## src/reset_source_combiner_pkg.sv

```systemverilog
// constants, register map and state codes for the reset source combiner
//==========================================================================
package reset_source_combiner_pkg;
    // register port
    localparam int REG_ADDR_W = 4;
    localparam int REG_DATA_W = 8;
    localparam logic [3:0] OFF_CAUSE_STATUS = 4'h0;
    localparam logic [3:0] OFF_SYS_CTL_THREE = 4'h1;
    localparam logic [3:0] OFF_PROTECT_KEY = 4'h2;
    // cause status fields, and the OFF_SYS_CTL_THREE pin-disable bit
    localparam int NUM_FACTORS = 5;
    localparam int BIT_VDET = 0;
    localparam int BIT_WDT = 1;
    localparam int BIT_SYSCLK = 2;
    localparam int BIT_TRIM = 3;
    localparam int BIT_FLASH = 4;
    localparam int BIT_TRIM_ERR = 5;
    localparam int BIT_CLR_REQ = 6;
    localparam int BIT_PIN_DIS = 0;
    // protect key codes
    localparam logic [7:0] KEY_CAUSE_CLEAR = 8'h71;
    localparam logic [7:0] KEY_PIN_FUNCTION = 8'hb2;
    // reset values
    localparam logic [NUM_FACTORS-1:0] CAUSE_RESET_VAL = 5'h00;
    localparam logic [15:0] RESET_VECTOR_ADDR = 16'hfffe;
    // timing
    localparam int CLK_PERIOD_NS = 8;
    localparam int PIN_LOW_MIN_NS = 5000;
    localparam int PIN_LOW_MIN_CYCLES = (PIN_LOW_MIN_NS + CLK_PERIOD_NS - 1) / CLK_PERIOD_NS;
    localparam int WARMUP_CYCLES_DEFAULT = 2048;
    // sequencer states
    typedef enum logic [1:0] {
        ST_RESET = 2'b00,
        ST_WARMUP = 2'b01,
        ST_RUN = 2'b10
    } seq_state_t;
endpackage

```

## src/reset_source_combiner.sv

```systemverilog
// reset source combiner: or-ing of sources, warm-up sequencing, cause status
`timescale 1ns/1ps
module reset_source_combiner #(
    parameter int WARMUP_CYCLES = reset_source_combiner_pkg::WARMUP_CYCLES_DEFAULT
) (
    // clock and reset
    input wire logic clock,
    input wire logic rst_n,
    // analog power-on detector, asynchronous, high while supply is low
    input wire logic porDetect,
    // shared reset/port pin, asynchronous, active low as reset
    input wire logic resetPinRaw,
    // internal factor events, same clock
    input wire logic vdetTrip,
    input wire logic wdtOverflow,
    input wire logic clkDeadlock,
    input wire logic trimCorrupt,
    input wire logic flashStandbyAccess,
    // trim loader result, same clock, valid at warm-up end
    input wire logic trimLoadBad,
    // register port
    input wire logic [reset_source_combiner_pkg::REG_ADDR_W-1:0] regAddr,
    input wire logic [reset_source_combiner_pkg::REG_DATA_W-1:0] regWdata,
    input wire logic regWr,
    input wire logic regRd,
    output logic [reset_source_combiner_pkg::REG_DATA_W-1:0] regRdata,
    // reset outputs
    output logic cpuResetN,
    output logic periphResetN,
    output logic warmupActive,
    output logic trimLoadStart,
    output logic [15:0] startVector,
    // pin used as port bit
    output logic portPinData
);
    import reset_source_combiner_pkg::*;

    localparam int WCNT_W = $clog2(WARMUP_CYCLES + 1);
    localparam logic [WCNT_W-1:0] WCNT_LAST = WCNT_W'(WARMUP_CYCLES - 1);

    //======================================================================
    // declarations
    //======================================================================
    logic porA_reg;
    logic porB_reg;
    logic pinLevel;
    logic pinLowQualified;
    logic pinDisabled_reg;
    logic disPending_reg;
    logic clrReq_reg;
    logic trimErr_reg;
    logic [NUM_FACTORS-1:0] cause_reg;
    logic [NUM_FACTORS-1:0] factorEvt;
    logic anyFactor;
    logic pinReset;
    logic powerReset;
    logic anyReset;
    logic keyWrite;
    logic clearCauses;
    seq_state_t state_reg;
    seq_state_t state_next;
    logic [WCNT_W-1:0] warmCnt_reg;
    logic warmDone;
    logic [REG_DATA_W-1:0] rdata_reg;
    logic [REG_DATA_W-1:0] rdMux;
    logic cpuResetN_reg;
    logic periphResetN_reg;
    logic warmupActive_reg;
    logic trimLoadStart_reg;
    logic [15:0] startVector_reg;
    logic portPinData_reg;

    //======================================================================
    // source qualification
    //======================================================================
    // detector output crosses in through two flops before use
    always_ff @(posedge clock) begin
        if (!rst_n) begin
            porA_reg <= 1'b1;
            porB_reg <= 1'b1;
        end else begin
            porA_reg <= porDetect;
            porB_reg <= porA_reg;
        end
    end

    reset_pin_filter #(
        .LOW_MIN_CYCLES(PIN_LOW_MIN_CYCLES)
    ) u_pin_filter (
        .clock(clock),
        .rst_n(rst_n),
        .pinRaw(resetPinRaw),
        .pinLevel(pinLevel),
        .pinLowQualified(pinLowQualified)
    );

    // factor events in cause-bit order
    assign factorEvt[BIT_VDET] = vdetTrip;
    assign factorEvt[BIT_WDT] = wdtOverflow;
    assign factorEvt[BIT_SYSCLK] = clkDeadlock;
    assign factorEvt[BIT_TRIM] = trimCorrupt && state_reg == ST_RUN;
    assign factorEvt[BIT_FLASH] = flashStandbyAccess;
    assign anyFactor = |factorEvt;

    // the pin only resets while it is in reset function; once in reset any low level
    // holds it there, so warm-up waits for the later of pin and power-on release
    assign pinReset = (pinLowQualified || (!pinLevel && state_reg == ST_RESET))
        && !pinDisabled_reg;
    assign powerReset = porB_reg;
    assign anyReset = powerReset || pinReset || anyFactor;

    //======================================================================
    // warm-up sequencer
    //======================================================================
    assign warmDone = warmCnt_reg == WCNT_LAST;

    // next state; any source drops the sequencer back to reset
    always_comb begin
        state_next = state_reg;
        case (state_reg)
            ST_RESET: begin
                if (!anyReset) begin
                    state_next = ST_WARMUP; // last source released
                end
            end
            ST_WARMUP: begin
                if (anyReset) begin
                    state_next = ST_RESET; // abort and restart later
                end else if (warmDone) begin
                    state_next = ST_RUN;
                end
            end
            ST_RUN: begin
                if (anyReset) begin
                    state_next = ST_RESET;
                end
            end
            default: begin
                state_next = ST_RESET;
            end
        endcase
    end

    always_ff @(posedge clock) begin
        if (!rst_n) begin
            state_reg <= ST_RESET;
        end else begin
            state_reg <= state_next;
        end
    end

    // counter is held at zero outside warm-up so every restart is full length
    always_ff @(posedge clock) begin
        if (!rst_n) begin
            warmCnt_reg <= '0;
        end else if (state_reg != ST_WARMUP || anyReset) begin
            warmCnt_reg <= '0;
        end else if (!warmDone) begin
            warmCnt_reg <= warmCnt_reg + 1'b1;
        end
    end

    // reset outputs registered from the next state so they track it exactly
    always_ff @(posedge clock) begin
        if (!rst_n) begin
            cpuResetN_reg <= 1'b0;
            periphResetN_reg <= 1'b0;
            warmupActive_reg <= 1'b0;
            trimLoadStart_reg <= 1'b0;
            startVector_reg <= RESET_VECTOR_ADDR;
        end else begin
            cpuResetN_reg <= state_next == ST_RUN;
            periphResetN_reg <= state_next == ST_RUN;
            warmupActive_reg <= state_next == ST_WARMUP;
            trimLoadStart_reg <= state_reg == ST_RESET && state_next == ST_WARMUP;
            startVector_reg <= RESET_VECTOR_ADDR;
        end
    end

    //======================================================================
    // trim error flag
    //======================================================================
    // sampled once per warm-up; holds until the next warm-up completes
    always_ff @(posedge clock) begin
        if (!rst_n) begin
            trimErr_reg <= 1'b0;
        end else if (state_reg == ST_WARMUP && state_next == ST_RUN) begin
            trimErr_reg <= trimLoadBad;
        end
    end

    //======================================================================
    // register port
    //======================================================================
    assign keyWrite = regWr && regAddr == OFF_PROTECT_KEY;
    assign clearCauses = keyWrite && regWdata == KEY_CAUSE_CLEAR && clrReq_reg;

    // cause flags: power or pin reset wipes them; a new event beats a clear
    always_ff @(posedge clock) begin
        if (!rst_n || powerReset || pinReset) begin
            cause_reg <= CAUSE_RESET_VAL;
        end else begin
            cause_reg <= (clearCauses ? CAUSE_RESET_VAL : cause_reg) | factorEvt;
        end
    end

    // clear request: written directly, consumed by the matching key
    always_ff @(posedge clock) begin
        if (!rst_n || powerReset || pinReset) begin
            clrReq_reg <= 1'b0;
        end else if (clearCauses) begin
            clrReq_reg <= 1'b0; // self-clears after use
        end else if (regWr && regAddr == OFF_CAUSE_STATUS) begin
            clrReq_reg <= regWdata[BIT_CLR_REQ];
        end
    end

    // pin disable: staged bit takes effect only on the pin-function key
    always_ff @(posedge clock) begin
        if (!rst_n || powerReset) begin
            disPending_reg <= 1'b0;
            pinDisabled_reg <= 1'b0; // reset function after power-up
        end else begin
            if (regWr && regAddr == OFF_SYS_CTL_THREE) begin
                disPending_reg <= regWdata[BIT_PIN_DIS];
            end
            if (keyWrite && regWdata == KEY_PIN_FUNCTION) begin
                pinDisabled_reg <= disPending_reg;
            end
        end
    end

    // read mux; key register and unmapped addresses read zero
    always_comb begin
        rdMux = '0;
        case (regAddr)
            OFF_CAUSE_STATUS: begin
                rdMux[NUM_FACTORS-1:0] = cause_reg;
                rdMux[BIT_TRIM_ERR] = trimErr_reg;
                rdMux[BIT_CLR_REQ] = clrReq_reg;
                rdMux[7] = 1'b0;
            end
            OFF_SYS_CTL_THREE: begin
                rdMux[BIT_PIN_DIS] = disPending_reg;
            end
            default: begin
                rdMux = '0;
            end
        endcase
    end

    // read data stands only in the cycle after the strobe
    always_ff @(posedge clock) begin
        if (!rst_n) begin
            rdata_reg <= '0;
        end else if (regRd) begin
            rdata_reg <= rdMux;
        end else begin
            rdata_reg <= '0;
        end
    end

    // port view of the pin, meaningful only while disabled as reset
    always_ff @(posedge clock) begin
        if (!rst_n) begin
            portPinData_reg <= 1'b0;
        end else begin
            portPinData_reg <= pinDisabled_reg && pinLevel;
        end
    end

    assign regRdata = rdata_reg;
    assign cpuResetN = cpuResetN_reg;
    assign periphResetN = periphResetN_reg;
    assign warmupActive = warmupActive_reg;
    assign trimLoadStart = trimLoadStart_reg;
    assign startVector = startVector_reg;
    assign portPinData = portPinData_reg;
endmodule // reset_source_combiner

```

## src/reset_pin_filter.sv

```systemverilog
// reset pin synchroniser and minimum-low-width qualifier
`timescale 1ns/1ps
module reset_pin_filter #(
    parameter int LOW_MIN_CYCLES = reset_source_combiner_pkg::PIN_LOW_MIN_CYCLES
) (
    // clock and reset
    input wire logic clock,
    input wire logic rst_n,
    // raw pin level, asynchronous
    input wire logic pinRaw,
    // qualified outputs
    output logic pinLevel,
    output logic pinLowQualified
);
    import reset_source_combiner_pkg::*;

    localparam int CNT_W = $clog2(LOW_MIN_CYCLES + 1);
    localparam logic [CNT_W-1:0] CNT_MAX = CNT_W'(LOW_MIN_CYCLES - 1);

    logic syncA_reg;
    logic syncB_reg;
    logic [CNT_W-1:0] lowCnt_reg;
    logic lowQual_reg;

    // two-flop synchroniser; the first stage feeds only the second
    always_ff @(posedge clock) begin
        if (!rst_n) begin
            syncA_reg <= 1'b1;
            syncB_reg <= 1'b1;
        end else begin
            syncA_reg <= pinRaw;
            syncB_reg <= syncA_reg;
        end
    end

    // count low cycles; short glitches below the minimum are dropped
    always_ff @(posedge clock) begin
        if (!rst_n) begin
            lowCnt_reg <= '0;
            lowQual_reg <= 1'b0;
        end else if (syncB_reg) begin
            lowCnt_reg <= '0;
            lowQual_reg <= 1'b0; // release on the rising edge
        end else if (lowCnt_reg == CNT_MAX) begin
            lowQual_reg <= 1'b1; // held low for the full minimum
        end else begin
            lowCnt_reg <= lowCnt_reg + 1'b1;
        end
    end

    assign pinLevel = syncB_reg;
    assign pinLowQualified = lowQual_reg;
endmodule // reset_pin_filter

```

## config.mk

```make
export PLATFORM = sky130hd
export DESIGN_NAME = reset_source_combiner
export DESIGN_NICKNAME = d
export VERILOG_FILES = /design/src/reset_source_combiner_pkg.sv /design/src/reset_source_combiner.sv /design/src/reset_pin_filter.sv
export SDC_FILE = /design/constraint.sdc
export NUM_CORES = 1
export LEC_CHECK = 0
export BUFFER_PORTS_ARGS = -buffer_cell sky130_fd_sc_hd__buf_2
export CAP_MARGIN = 20
export CORE_ASPECT_RATIO = 0.6
export CORE_MARGIN = 2
export CORE_UTILIZATION = 59
export CTS_BUF_LIST = sky130_fd_sc_hd__clkbuf_4
export DETAILED_ROUTE_END_ITERATION = 8
export GPL_ROUTABILITY_DRIVEN = 0
export MAX_ROUTING_LAYER = met4
export PLACE_DENSITY = 0.93
export SLEW_MARGIN = 5
export SYNTH_ARGS = -nofsm -noshare
export SYNTH_HDL_FRONTEND = slang
export SYNTH_HIERARCHICAL = 1
export SYNTH_SLANG_ARGS = --single-unit
```

## constraint.sdc

```tcl
create_clock -name clock -period 4 [get_ports clock]
set_input_delay 0.8 -clock clock [delete_from_list [all_inputs] [get_ports clock]]
set_output_delay 0.8 -clock clock [all_outputs]
set_load 0.03 [all_outputs]
```

**Word level (Yosys, flattened, before mapping)**

Index checks and enable logic that the tools add are counted.

- $add $sub $neg: 2
- Reductions and logical operators: 29
- Equal/unequal tests: 11
- Bitwise logic cells: 2
- Mux-type cells: 7

Operators with widths:

| cell | number |
|---|---|
| 12-bit by 1-bit adder with 12-bit output (second input constant) | 1 |
| 12-bit by 11-bit == test with 1-bit output (second input constant) | 1 |
| 1-bit logical AND | 12 |
| 10-bit by 1-bit adder with 10-bit output (second input constant) | 1 |
| 10-bit == test (second input constant) | 1 |
| 8-bit by 7-bit == test with 1-bit output (second input constant) | 1 |
| 8-bit == test (second input constant) | 1 |
| 2-bit two-way mux | 4 |
| 1-bit logical OR | 6 |
| 2-bit case mux with 3 select lines | 1 |
| 2-bit OR reduction | 3 |
| 5-bit two-way mux | 1 |
| 5-bit bitwise OR | 1 |
| 5-bit OR reduction | 1 |
| 2-bit by 1-bit == test with 1-bit output (second input constant) | 2 |
| 2-bit == test (second input constant) | 2 |
| 4-bit by 1-bit == test with 1-bit output (second input constant) | 1 |
| 4-bit by 2-bit == test with 1-bit output (second input constant) | 1 |
| 4-bit zero test | 1 |
| 1-bit zero test | 3 |
| 3-bit AND reduction | 1 |
| 2-bit zero test | 1 |
| 2-bit by 1-bit != test with 1-bit output (second input constant) | 1 |
| 1-bit case mux with 2 select lines | 1 |
| other kinds (2) | 2 |

- Flip-flop bits (word level): 50
- Input bits: 24
- Output and inout bits: 29
- Logic and storage cells: 70

**Logic depth before layout (Yosys ltp)**

Gate-level depths: netlist of the first run.

- Depth after elaboration: 10
- Mapped depth: 6
- Mapped depth without buffers: 5

**Hierarchy**

Netlist of the first run, hierarchy kept.

Modules (own cells, without submodules):

| module | instances | area an instance (um2) | cells each | sequential area each (um2) |
|---|---|---|---|---|
| reset_source_combiner | 1 | 1,655.3 | 180 | 720.7 |
| reset_pin_filter | 1 | 610.6 | 65 | 260.2 |

**Least setup slack after synthesis of the first run**

OpenSTA, ideal clock, no wires.

- Path kind: input to register
- Start point: in vdetTrip
- End point: reg warmCnt_reg[5]
- Library setup time: 0.066 ns
- Path slack: 1.852 ns
- Data required time: 3.934 ns
- Stages: 4
- Arrival: 2.082 ns
- Path buffers: 1
- Cells stage by stage: or4_4 -> or4b_4 -> buf_6 -> a21oi_2

- Longest elaborated chain between the ends: 4

RTL lines:

| item | RTL line | source |
|---|---|---|
| start, declared | reset_source_combiner.sv:14 | `input wire logic vdetTrip,` |
| 5-bit OR reduction | reset_source_combiner.sv:103 | `assign anyFactor = \|factorEvt;` |
| 1-bit logical OR | reset_source_combiner.sv:110 | `assign anyReset = powerReset \|\| pinReset \|\| anyFactor;` |
| 1-bit logical OR | reset_source_combiner.sv:156 | `end else if (state_reg != ST_WARMUP \|\| anyReset) begin` |
| 2-bit OR reduction (no line) | - |  |
| end signal, assigned | reset_source_combiner.sv:159 | `warmCnt_reg <= warmCnt_reg + 1'b1;` |
| end, declared | reset_source_combiner.sv:62 | `logic [WCNT_W-1:0] warmCnt_reg;` |

No other way between the ends.
A chain may end at the register's enable or synchronous reset.

**Worst setup path after layout of the first run**

- Start point: in vdetTrip
- End point: reg warmCnt_reg[8]

The elaborated chain is that of the path after synthesis.

==> results by group, run 1 <==
Run status
  – Outcome: finished, final reports clean

Logic synthesis
  – Top cells by area, synth: dfxtp_1, buf_4, nor2_1
  – Post-synth top area cell: dfxtp_1
  – Avg Cell Area, Syn: 9.25 um2
  – Top FF cell, synth: dfxtp_1
  – Post-synthesis register bit count: 49
  – Synth warnings: 6
  – Synth async-reset ratio: 0
  – Mapped Area: 2270 um2
  – Sequential share of the synthesized area: 0.433
  – EDFF count, synth: 0
  – Yosys top cell area share: 0.433
  – Post-Syn Instances: 245
  – Library cells used by synthesis: 46

Global route
  – Vias in the first global route: 1,541
  – Largest net degree at the start of global routing: 15
  – All-layer global routing usage: 0.213
  – First-pass GRT wire length: 7110 um
  – Initial antenna violation count: 0
  – Gr ovfl total: 0

Clocking
  – CTS tree: done
  – Worst-path clk slew: 0.14 ns
  – Cts bufs inserted: 5
  – Clk Latency, worst-skew pair: 0.36 ns
  – CTS Buffer Depth: 2
  – Clock Root Buffer: clkbuf_4
  – Cts repair resizes: 0
  – Setup bufs post-CTS: 0
  – H-tree lvl count: 2
  – Post-CTS Hold Fix Bufs: 0
  – Clk sinks: 49

Power
  – Pwr dens: 337 nW/um2
  – LEAKAGE: 0.000942 uW
  – Total power: 831 uW
  – Worst vdd ir: 0.208 mV

Worst setup path
  – CP Launch Point: vdetTrip
  – Max FO, Critical Path: 12
  – Arrival time at the worst endpoint: 2.38 ns
  – Crit start category: input port
  – CP Capture Type: register
  – Worst flop-to-flop path startpoint: warmCnt_reg[0]
  – Critical Path RT: 4.29 ns
  – Critical setup path kind: input port to register
  – Crit Reg-Reg Endpoint: state_reg[1]
  – R2R setup slack: 2.14 ns
  – Reg2reg path depth: 5
  – Worst Setup EP: warmCnt_reg[8]

Floorplanning
  – Die X: 84.0 um
  – Rows: 17
  – Starting Density: 0.616
  – Ports: 53
  – Core area: 3680 um2
  – Die height: 52.0 um
  – Die area: 4370 um2

Detailed routing
  – DRC Markers: 0
  – Detailed-route via count: 1,803
  – DR pass1 iterations: 4
  – Vias per Instance: 5.51
  – Remaining antenna violation count: 0
  – Routed length per instance: 13.4 um
  – WL final: 4380 um
  – DR iter-0 viols: 189

Layout
  – Synth-to-Final Area Change: 8.78%
  – # diodes: 0
  – Fraction of layout cells with a size suffix above 1: 0.207
  – Fin nets: 306
  – Largest register FFs: 12
  – Finished Core Util: 0.670

STA
  – Worst Clk Skew: 0.0178 ns
  – Final setup viols: 0
  – Fmax: 479 MHz
  – Worst slew pin tran: 0.603 ns
  – Headroom to the max-slew limit: 0.596
  – Max-slew violations: 0
  – Final Cycle Share: 0.522
  – Worst Hold Margin: 0.416 ns
  – Final setup TNS: 0 ns
  – Final hold vios: 0
  – Tmin final: 2.09 ns
  – Unrepaired setup endpoints after global routing: no

Flow run
  – Total of max-cap violations: 0

Placed design
  – Detail Placement HPWL: 3300 um
  – Buffers on Ports: 35

Min path
  – Hold Crit Class: register to register
[cells in the final DEF (no fill, tap or decap), types with 7 or more instances in the layout]
cell	synthesis	final
buf_2	1	35
nor2_1	19	19
a21oi_1	8	8
nand3_1	10	10
mux2i_1	7	7
nand2_1	14	14
conb_1	2	17
nor3_1	14	14
dfxtp_1	49	49
or3_1	7	7
[per-layer routing]
layer | global-route usage | vias up | wire length (um)
li1 | - | 904 | -
met3 | 0.0524 | 5 | 322
met5 | - | - | 0
met4 | 0.0565 | 0 | 57
met2 | 0.303 | 78 | 1740
met1 | 0.305 | 816 | 2260
[per-stage QoR]
step / cell area (um2) / setup slack [ns] / cells
floorplan: 2320 / 1.85 / 260
global placement: 2390 / 1.63 / 319
detailed placement: 2390 / 1.51 / 319
CTS: 2460 / 1.91 / 327
global route: 2460 / 1.90 / 327
finish: 2460 / 1.91 / 327
[how the worst min path moves through the flow]
stage,startpoint,end,slack (ns),cells past startpoint
4_1_cts,porA_reg,porB_reg,0.42,1
2_1_floorplan,porA_reg,porB_reg,0.39,1
3_3_place_gp,u_pin_filter/syncA_reg,u_pin_filter/pinLevel,0.39,1
3_5_place_dp,porA_reg,porB_reg,0.40,1
5_1_grt,u_pin_filter/syncA_reg,u_pin_filter/pinLevel,0.47,1
6_report,porA_reg,porB_reg,0.42,1
[critical path, cell delays in order]
cell,delay (ns)
buf_2,0.12
or4_4,0.57
or4b_4,0.63
nor3_1,0.25
[power by group]
part           total, uW  leakage [uW]  internal [uW]  switching, uW
combinational       50.2      0.000503           14.4           35.8
sequential           493      0.000396            491           1.66
clock                288     0.0000433            137            151
[cells by family (layout without fill, tap and decap cells)]
family / count (synthesis) / after routing / share of synthesized area
fa+ha+maj: 3 / 3 / 0.0166
mux: 7 / 7 / 0.0309
compound gates: 34 / 34 / 0.102
buf+inv: 29 / 49 / 0.0850
xor+xnor: 9 / 9 / 0.0348
flops: 49 / 49 / 0.433
other cells: 2 / 17 / 0.00331
simple gates: 112 / 112 / 0.295
[synthesized netlist by cell type, types with 2 or more instances]
cell type,instances
and3_1,4
dfxtp_1,49
nor3_1,14
or4_1,4
conb_1,2
nand3_1,10
o31ai_1,3
xor2_1,3
nor2b_1,4
a21oi_2,6
nor4b_1,3
nor2_1,19
or4b_4,2
nand4b_1,2
and2_1,6
mux2i_1,7
or3_1,7
nand4_1,3
ha_1,3
nand2b_1,6
nand2_1,14
xnor2_1,6
a21oi_1,8
inv_1,6
buf_4,18
a211oi_1,5
buf_6,2
a31oi_1,2
nor4_1,4
clkbuf_1,2
o21ai_0,6
[cell type report]
class	count	area, um2
Tap cell	47	58.8
Multi-Input combinational cell	182	1150
Fill cell	292	1210
Sequential cell	49	981
Inverter	6	22.5
Clock buffer	6	45.0
Clock inverter	2	33.8
Timing Repair Buffer	35	175
No activity file was read; power rests on OpenSTA's default activity.
==> run 2: changes to the inputs <==
--- a/config.mk
+++ b/config.mk
@@ -5,16 +5,17 @@
 export SDC_FILE = /design/constraint.sdc
 export NUM_CORES = 1
 export LEC_CHECK = 0
+export ABC_AREA = 1
 export BUFFER_PORTS_ARGS = -buffer_cell sky130_fd_sc_hd__buf_2
 export CAP_MARGIN = 20
 export CORE_ASPECT_RATIO = 0.6
 export CORE_MARGIN = 2
-export CORE_UTILIZATION = 59
+export CORE_UTILIZATION = 55
 export CTS_BUF_LIST = sky130_fd_sc_hd__clkbuf_4
 export DETAILED_ROUTE_END_ITERATION = 8
 export GPL_ROUTABILITY_DRIVEN = 0
 export MAX_ROUTING_LAYER = met4
-export PLACE_DENSITY = 0.93
+export PLACE_DENSITY = 0.88
 export SLEW_MARGIN = 5
 export SYNTH_ARGS = -nofsm -noshare
 export SYNTH_HDL_FRONTEND = slang
==> constraint.sdc (replaced) <==
create_clock -name clock -period 2.2 [get_ports clock]
set_input_delay 0.44 -clock clock [delete_from_list [all_inputs] [get_ports clock]]
set_output_delay 0.44 -clock clock [all_outputs]
set_load 0.03 [all_outputs]
==> run 2 against run 1 <==
Synthesized cell count increased by 30%. Sequential share of layout area decreased by 0.38 points. Largest power group unchanged. Worst hold slack got worse by 0.17 ns. First-iteration DRC count decreased by 63%. Clock skew decreased by 0.0039 ns. Clock power increased by 42%. Cell count increased by 24%. Flip-flop and latch count unchanged. Sequential power increased by 82%. Area after synthesis increased by 0.66%. Global-route usage decreased by 0.43 points. Register-to-register slack got worse by 1.6 ns.
==> results by group, run 2 <==
Floorplanning
  – Die area: 4700 um2
  – Die X: 87.1 um
  – Core area: 4050 um2
  – Starting Density: 0.563
  – Rows: 18
  – Die height: 53.9 um
  – Ports: 53

Layout
  – # diodes: 0
  – Synth-to-Final Area Change: 9.11%
  – Storage cell area: 981 um2
  – Final instance area: 2490 um2
  – Post-Layout Cell Count: 407
  – Fin nets: 383
  – Commonest non-fill, non-tap cell in the layout: nand2_1
  – Fraction of layout cells with a size suffix above 1: 0.171
  – Layout fillers: 362
  – Largest register FFs: 12
  – Multi-input gate area: 1040 um2
  – Most frequent cells in the layout: nand2_1, nor2_1, dfxtp_1

Clocking
  – Cts bufs inserted: 5
  – CTS tree: done
  – Clk Latency, worst-skew pair: 0.37 ns
  – Clock Root Buffer: clkbuf_4
  – H-tree lvl count: 2
  – Worst-path clk slew: 0.14 ns
  – CTS Buffer Depth: 2
  – Post-CTS Hold Fix Bufs: 0
  – Cts repair resizes: 0
  – Setup bufs post-CTS: 0
  – Clk sinks: 49

Min path
  – HP Start: resetPinRaw
  – Hold Crit Class: input port to register

Logic synthesis
  – Post-synth top area cell: dfxtp_1
  – Top FF cell, synth: dfxtp_1
  – Yosys top cell area share: 0.430
  – Synth async-reset ratio: 0
  – Library cells used by synthesis: 24
  – Top cells by area, synth: dfxtp_1, nand2_1, nor2_1
  – Most common cell in the netlist: nand2_1
  – Top post-synthesis cells by count: nand2_1, nor2_1, dfxtp_1, inv_1, nand3_1
  – Synth warnings: 6
  – EDFF count, synth: 0
  – Mapped Area: 2280 um2
  – Sequential share of the synthesized area: 0.430
  – Post-synthesis register bit count: 49
  – Post-Syn Instances: 318
  – Avg Cell Area, Syn: 7.17 um2

Global route
  – Vias in the first global route: 1,751
  – Largest net degree at the start of global routing: 16
  – Gr ovfl total: 0
  – First-pass GRT wire length: 7330 um
  – Initial antenna violation count: 0
  – All-layer global routing usage: 0.209

Power
  – Clock network power share: 0.293
  – Comb pwr share: 0.066
  – Sequential group share of total power: 0.641
  – Pwr dens: 561 nW/um2
  – Switch share: 0.255
  – P_sw: 357 uW
  – LEAKAGE: 0.00106 uW
  – Pint: 1040 uW
  – Worst vdd ir: 0.331 mV

Run status
  – Outcome: finished, final reports clean

STA
  – Final hold vios: 0
  – Worst Clk Skew: 0.0139 ns
  – Tmin final: 1.66 ns
  – Final setup viols: 0
  – Final Cycle Share: 0.756
  – Max-slew violations: 0
  – Fmax: 601 MHz
  – Unrepaired setup endpoints after global routing: no
  – Final setup TNS: 0 ns

Placed design
  – Placed instance area: 2430 um2
  – Post-Place Cells: 399
  – Detail Placement HPWL: 3160 um
  – Buffers on Ports: 35

Worst setup path
  – Critical Path Most Common Cell: nor2_2
  – CP Capture Type: register
  – Critical setup path kind: register to register
  – CP Cell Sequence: inv_1, nand2_1, nor2_2, nor2_2, nand3_2, nor2_2, nand2_1, nor2_1
  – Worst flop-to-flop path startpoint: state_reg[0]
  – Arrival time at the worst endpoint: 1.97 ns
  – Max FO, Critical Path: 11
  – Critical Path RT: 2.50 ns
  – Crit start category: register
  – Crit path largest cell delay: 0.50 ns
  – CP Launch Point: state_reg[0]
  – CP max-delay cell: dfxtp_1

Detailed routing
  – DR iter-0 viols: 70
  – DR pass1 iterations: 4
  – Remaining antenna violation count: 0
  – WL final: 4130 um
  – DRC Markers: 0
  – Vias per Instance: 4.77
  – Detailed-route via count: 1,942
  – Routed length per instance: 10.1 um

Flow run
  – Total of max-cap violations: 0
## run 2: final cells by class
class / count / area share
multi-input combinational: 220 / 0.417
timing repair buffer: 37 / 0.0764
tap: 50 / 0.0251
inverter: 43 / 0.0649
sequential: 49 / 0.394
clock inverter: 3 / 0.00704
clock buffer: 5 / 0.0151
## run 2: metrics by stage
step           setup slack (ns)  utilization  power (uW)  hold WS (ns)
6_report                  0.536        0.614        1400         0.249
5_1_grt                   0.300        0.614        1460         0.237
4_1_cts                   0.517        0.614        1400         0.247
3_5_place_dp              0.522        0.600        1010         0.411
3_3_place_gp              0.565        0.600        1010         0.398
2_1_floorplan             0.752            -        1000         0.392
## run 2: worst paths after layout
check        depth (start not counted)  slack [ns]                      to
max reg2reg                          8        0.54          warmCnt_reg[5]
min                                  2        0.25  u_pin_filter/syncA_reg
min reg2reg                          2        0.43             regRdata[1]
max                                  8        0.54          warmCnt_reg[5]
## run 2: metal layers
metal | global-route usage | routed length [um] | vias to the layer above
met2 | 0.344 | 1770 | 49
met3 | 0.0521 | 234 | 4
met1 | 0.261 | 2090 | 863
met5 | - | 0 | -
li1 | - | - | 1026
met4 | 0.0590 | 41 | 0
## run 2: kinds of logic (layout without fill, tap and decap cells)
family	count (synthesis)	count (layout)	synth area share
compound gates	21	21	0.0477
flops	49	49	0.430
simple gates	171	171	0.332
fa+ha+maj	3	3	0.0165
other cells	2	17	0.00329
xor+xnor	8	8	0.0307
buf+inv	64	88	0.139
## run 2: worst max-delay path: cells and delay by family, from the launching register on
kind	cells	cell delay, ns
AND/OR/NAND/NOR	7	1.00
buffers and inverters	1	0.10
flip-flops	1	0.50
## run 2: power by group through the flow
stage          Sequential, uW  Combinational [uW]  Clock [uW]
6_report                  895                92.3         409
5_1_grt                   897                 103         458
4_1_cts                   896                92.2         416
3_5_place_dp              915                91.8           0
3_3_place_gp              915                90.4           0
2_1_floorplan             915                85.4           0
==> run 3: changes to the inputs <==
==> constraint.sdc (replaced) <==
create_clock -name clock -period 1.6 [get_ports clock]
set_input_delay 0.32 -clock clock [delete_from_list [all_inputs] [get_ports clock]]
set_output_delay 0.32 -clock clock [all_outputs]
set_load 0.03 [all_outputs]
==> run 3 against run 2 <==
Core utilization grew 1.9 points. Wire length increased by 0.82%. Sequential share of layout area shrank 1.1 points. Largest cell class unchanged. Highest routed layer unchanged.
==> results by group, run 3 (same netlist as run 2, synthesis figures left out) <==
Run status
  – Outcome: finished, final reports clean

Global route
  – Gr ovfl total: 0
  – First-pass GRT wire length: 6730 um
  – Vias in the first global route: 1,639
  – Largest net degree at the start of global routing: 16
  – All-layer global routing usage: 0.192
  – Initial antenna violation count: 0

Clocking
  – H-tree lvl count: 2
  – Clock Root Buffer: clkbuf_4
  – CTS tree: done
  – Worst-path clk slew: 0.15 ns
  – Cts bufs inserted: 5
  – Clk Latency, worst-skew pair: 0.37 ns
  – Clk sinks: 49
  – CTS Buffer Depth: 2

Detailed routing
  – Routed length per instance: 10.1 um
  – WL final: 4170 um
  – Vias per Instance: 4.78
  – Detailed-route via count: 1,965
  – DR iter-0 viols: 83
  – Remaining antenna violation count: 0
  – DRC Markers: 0
  – DR pass1 iterations: 4

Worst setup path
  – CP Capture Type: register
  – R2R setup slack: 0.10 ns
  – Critical setup path kind: register to register
  – Arrival time at the worst endpoint: 1.77 ns
  – Max FO, Critical Path: 3
  – Critical Path RT: 1.87 ns
  – Crit start category: register

STA
  – Final setup viols: 0
  – Final Cycle Share: 0.937
  – Max-slew violations: 0
  – Tmin final: 1.50 ns
  – Worst Clk Skew: 0.0168 ns
  – Final hold vios: 0
  – Fmax: 667 MHz
  – Unrepaired setup endpoints after global routing: yes
  – Worst Hold Margin: 0.137 ns

Layout
  – Synth-to-Final Area Change: 12.5%
  – Fraction of layout cells with a size suffix above 1: 0.199
  – Post-Layout Cell Count: 411
  – Largest register FFs: 12
  – Most frequent cells in the layout: nand2_1, nor2_1, dfxtp_1
  – # diodes: 0
  – Fin nets: 387
  – Layout fillers: 373
  – Commonest non-fill, non-tap cell in the layout: nand2_1

Floorplanning
  – Die area: 4700 um2
  – Rows: 18
  – Starting Density: 0.563
  – Core area: 4050 um2
  – Die height: 53.9 um
  – Ports: 53
  – Die X: 87.1 um

Power
  – Pwr dens: 804 nW/um2
  – LEAKAGE: 0.00109 uW
  – Worst vdd ir: 0.394 mV

Placed design
  – Buffers on Ports: 35
  – Detail Placement HPWL: 3160 um
  – Post-Place Cells: 402

Min path
  – Hold Crit Class: input port to register

Flow run
  – Total of max-cap violations: 0
## run 3: layout make-up
class,instances,area (um2),share of cell area
inverter,43,161,0.0629
tap,50,62.6,0.0244
clock inverter,3,41.3,0.0161
timing repair buffer,41,224,0.0873
clock buffer,5,37.5,0.0146
multi-input combinational,220,1060,0.412
sequential,49,983,0.383
## run 3: power breakdown
group	switching, uW	internal [uW]
Clock	379	324
Sequential	3.12	1230
Combinational	91.8	36.6
## run 3: timing repair
action                                  CTS  global route
hold buffers                              0             0
endpoints found under the setup margin    0            13
resized for setup                         0             9
buffers inserted                          0             1
## run 3: routing by layer
metal  vias to the layer above  part of all wire  global-route usage
li1                       1039                 -                   -
met1                       864              0.49               0.231
met2                        53              0.44               0.316
met3                         9             0.062              0.0583
met4                         0             0.012              0.0641
met5                         -                 0                   -
## run 3: critical path, cell delays in order, from the launching register on
cell and delay, ns:
dfxtp_2 0.37, ha_1 0.18, inv_1 0.08, nor2_2 0.12, nand2_1 0.10, nor2_2 0.16
nand2_1 0.11, nor2_2 0.11, nand2_1 0.06, nand2_1 0.06, nor2_1 0.04
## run 3: worst paths after layout
kind	to	depth (start not counted)	from
worst max register to register	trimErr_reg	10	warmCnt_reg[0]
worst min register to register	u_pin_filter/pinLevel	1	u_pin_filter/syncA_reg
worst min-delay path	porA_reg	2	porDetect
worst max-delay path	trimErr_reg	10	warmCnt_reg[0]
## run 3: metrics by stage
step / cell area (um2) / utilization / setup WS (ns) / power, uW / setup TNS [ns]
2_1_floorplan: 2340 / - / 0.152 / 1370 / 0
3_3_place_gp: 2460 / 0.606 / 0.0618 / 1380 / 0
3_5_place_dp: 2460 / 0.606 / 0.00877 / 1390 / 0
4_1_cts: 2530 / 0.625 / 0.0214 / 2080 / 0
5_1_grt: 2570 / 0.633 / -0.0699 / 2160 / -0.160
6_report: 2570 / 0.633 / 0.100 / 2060 / 0
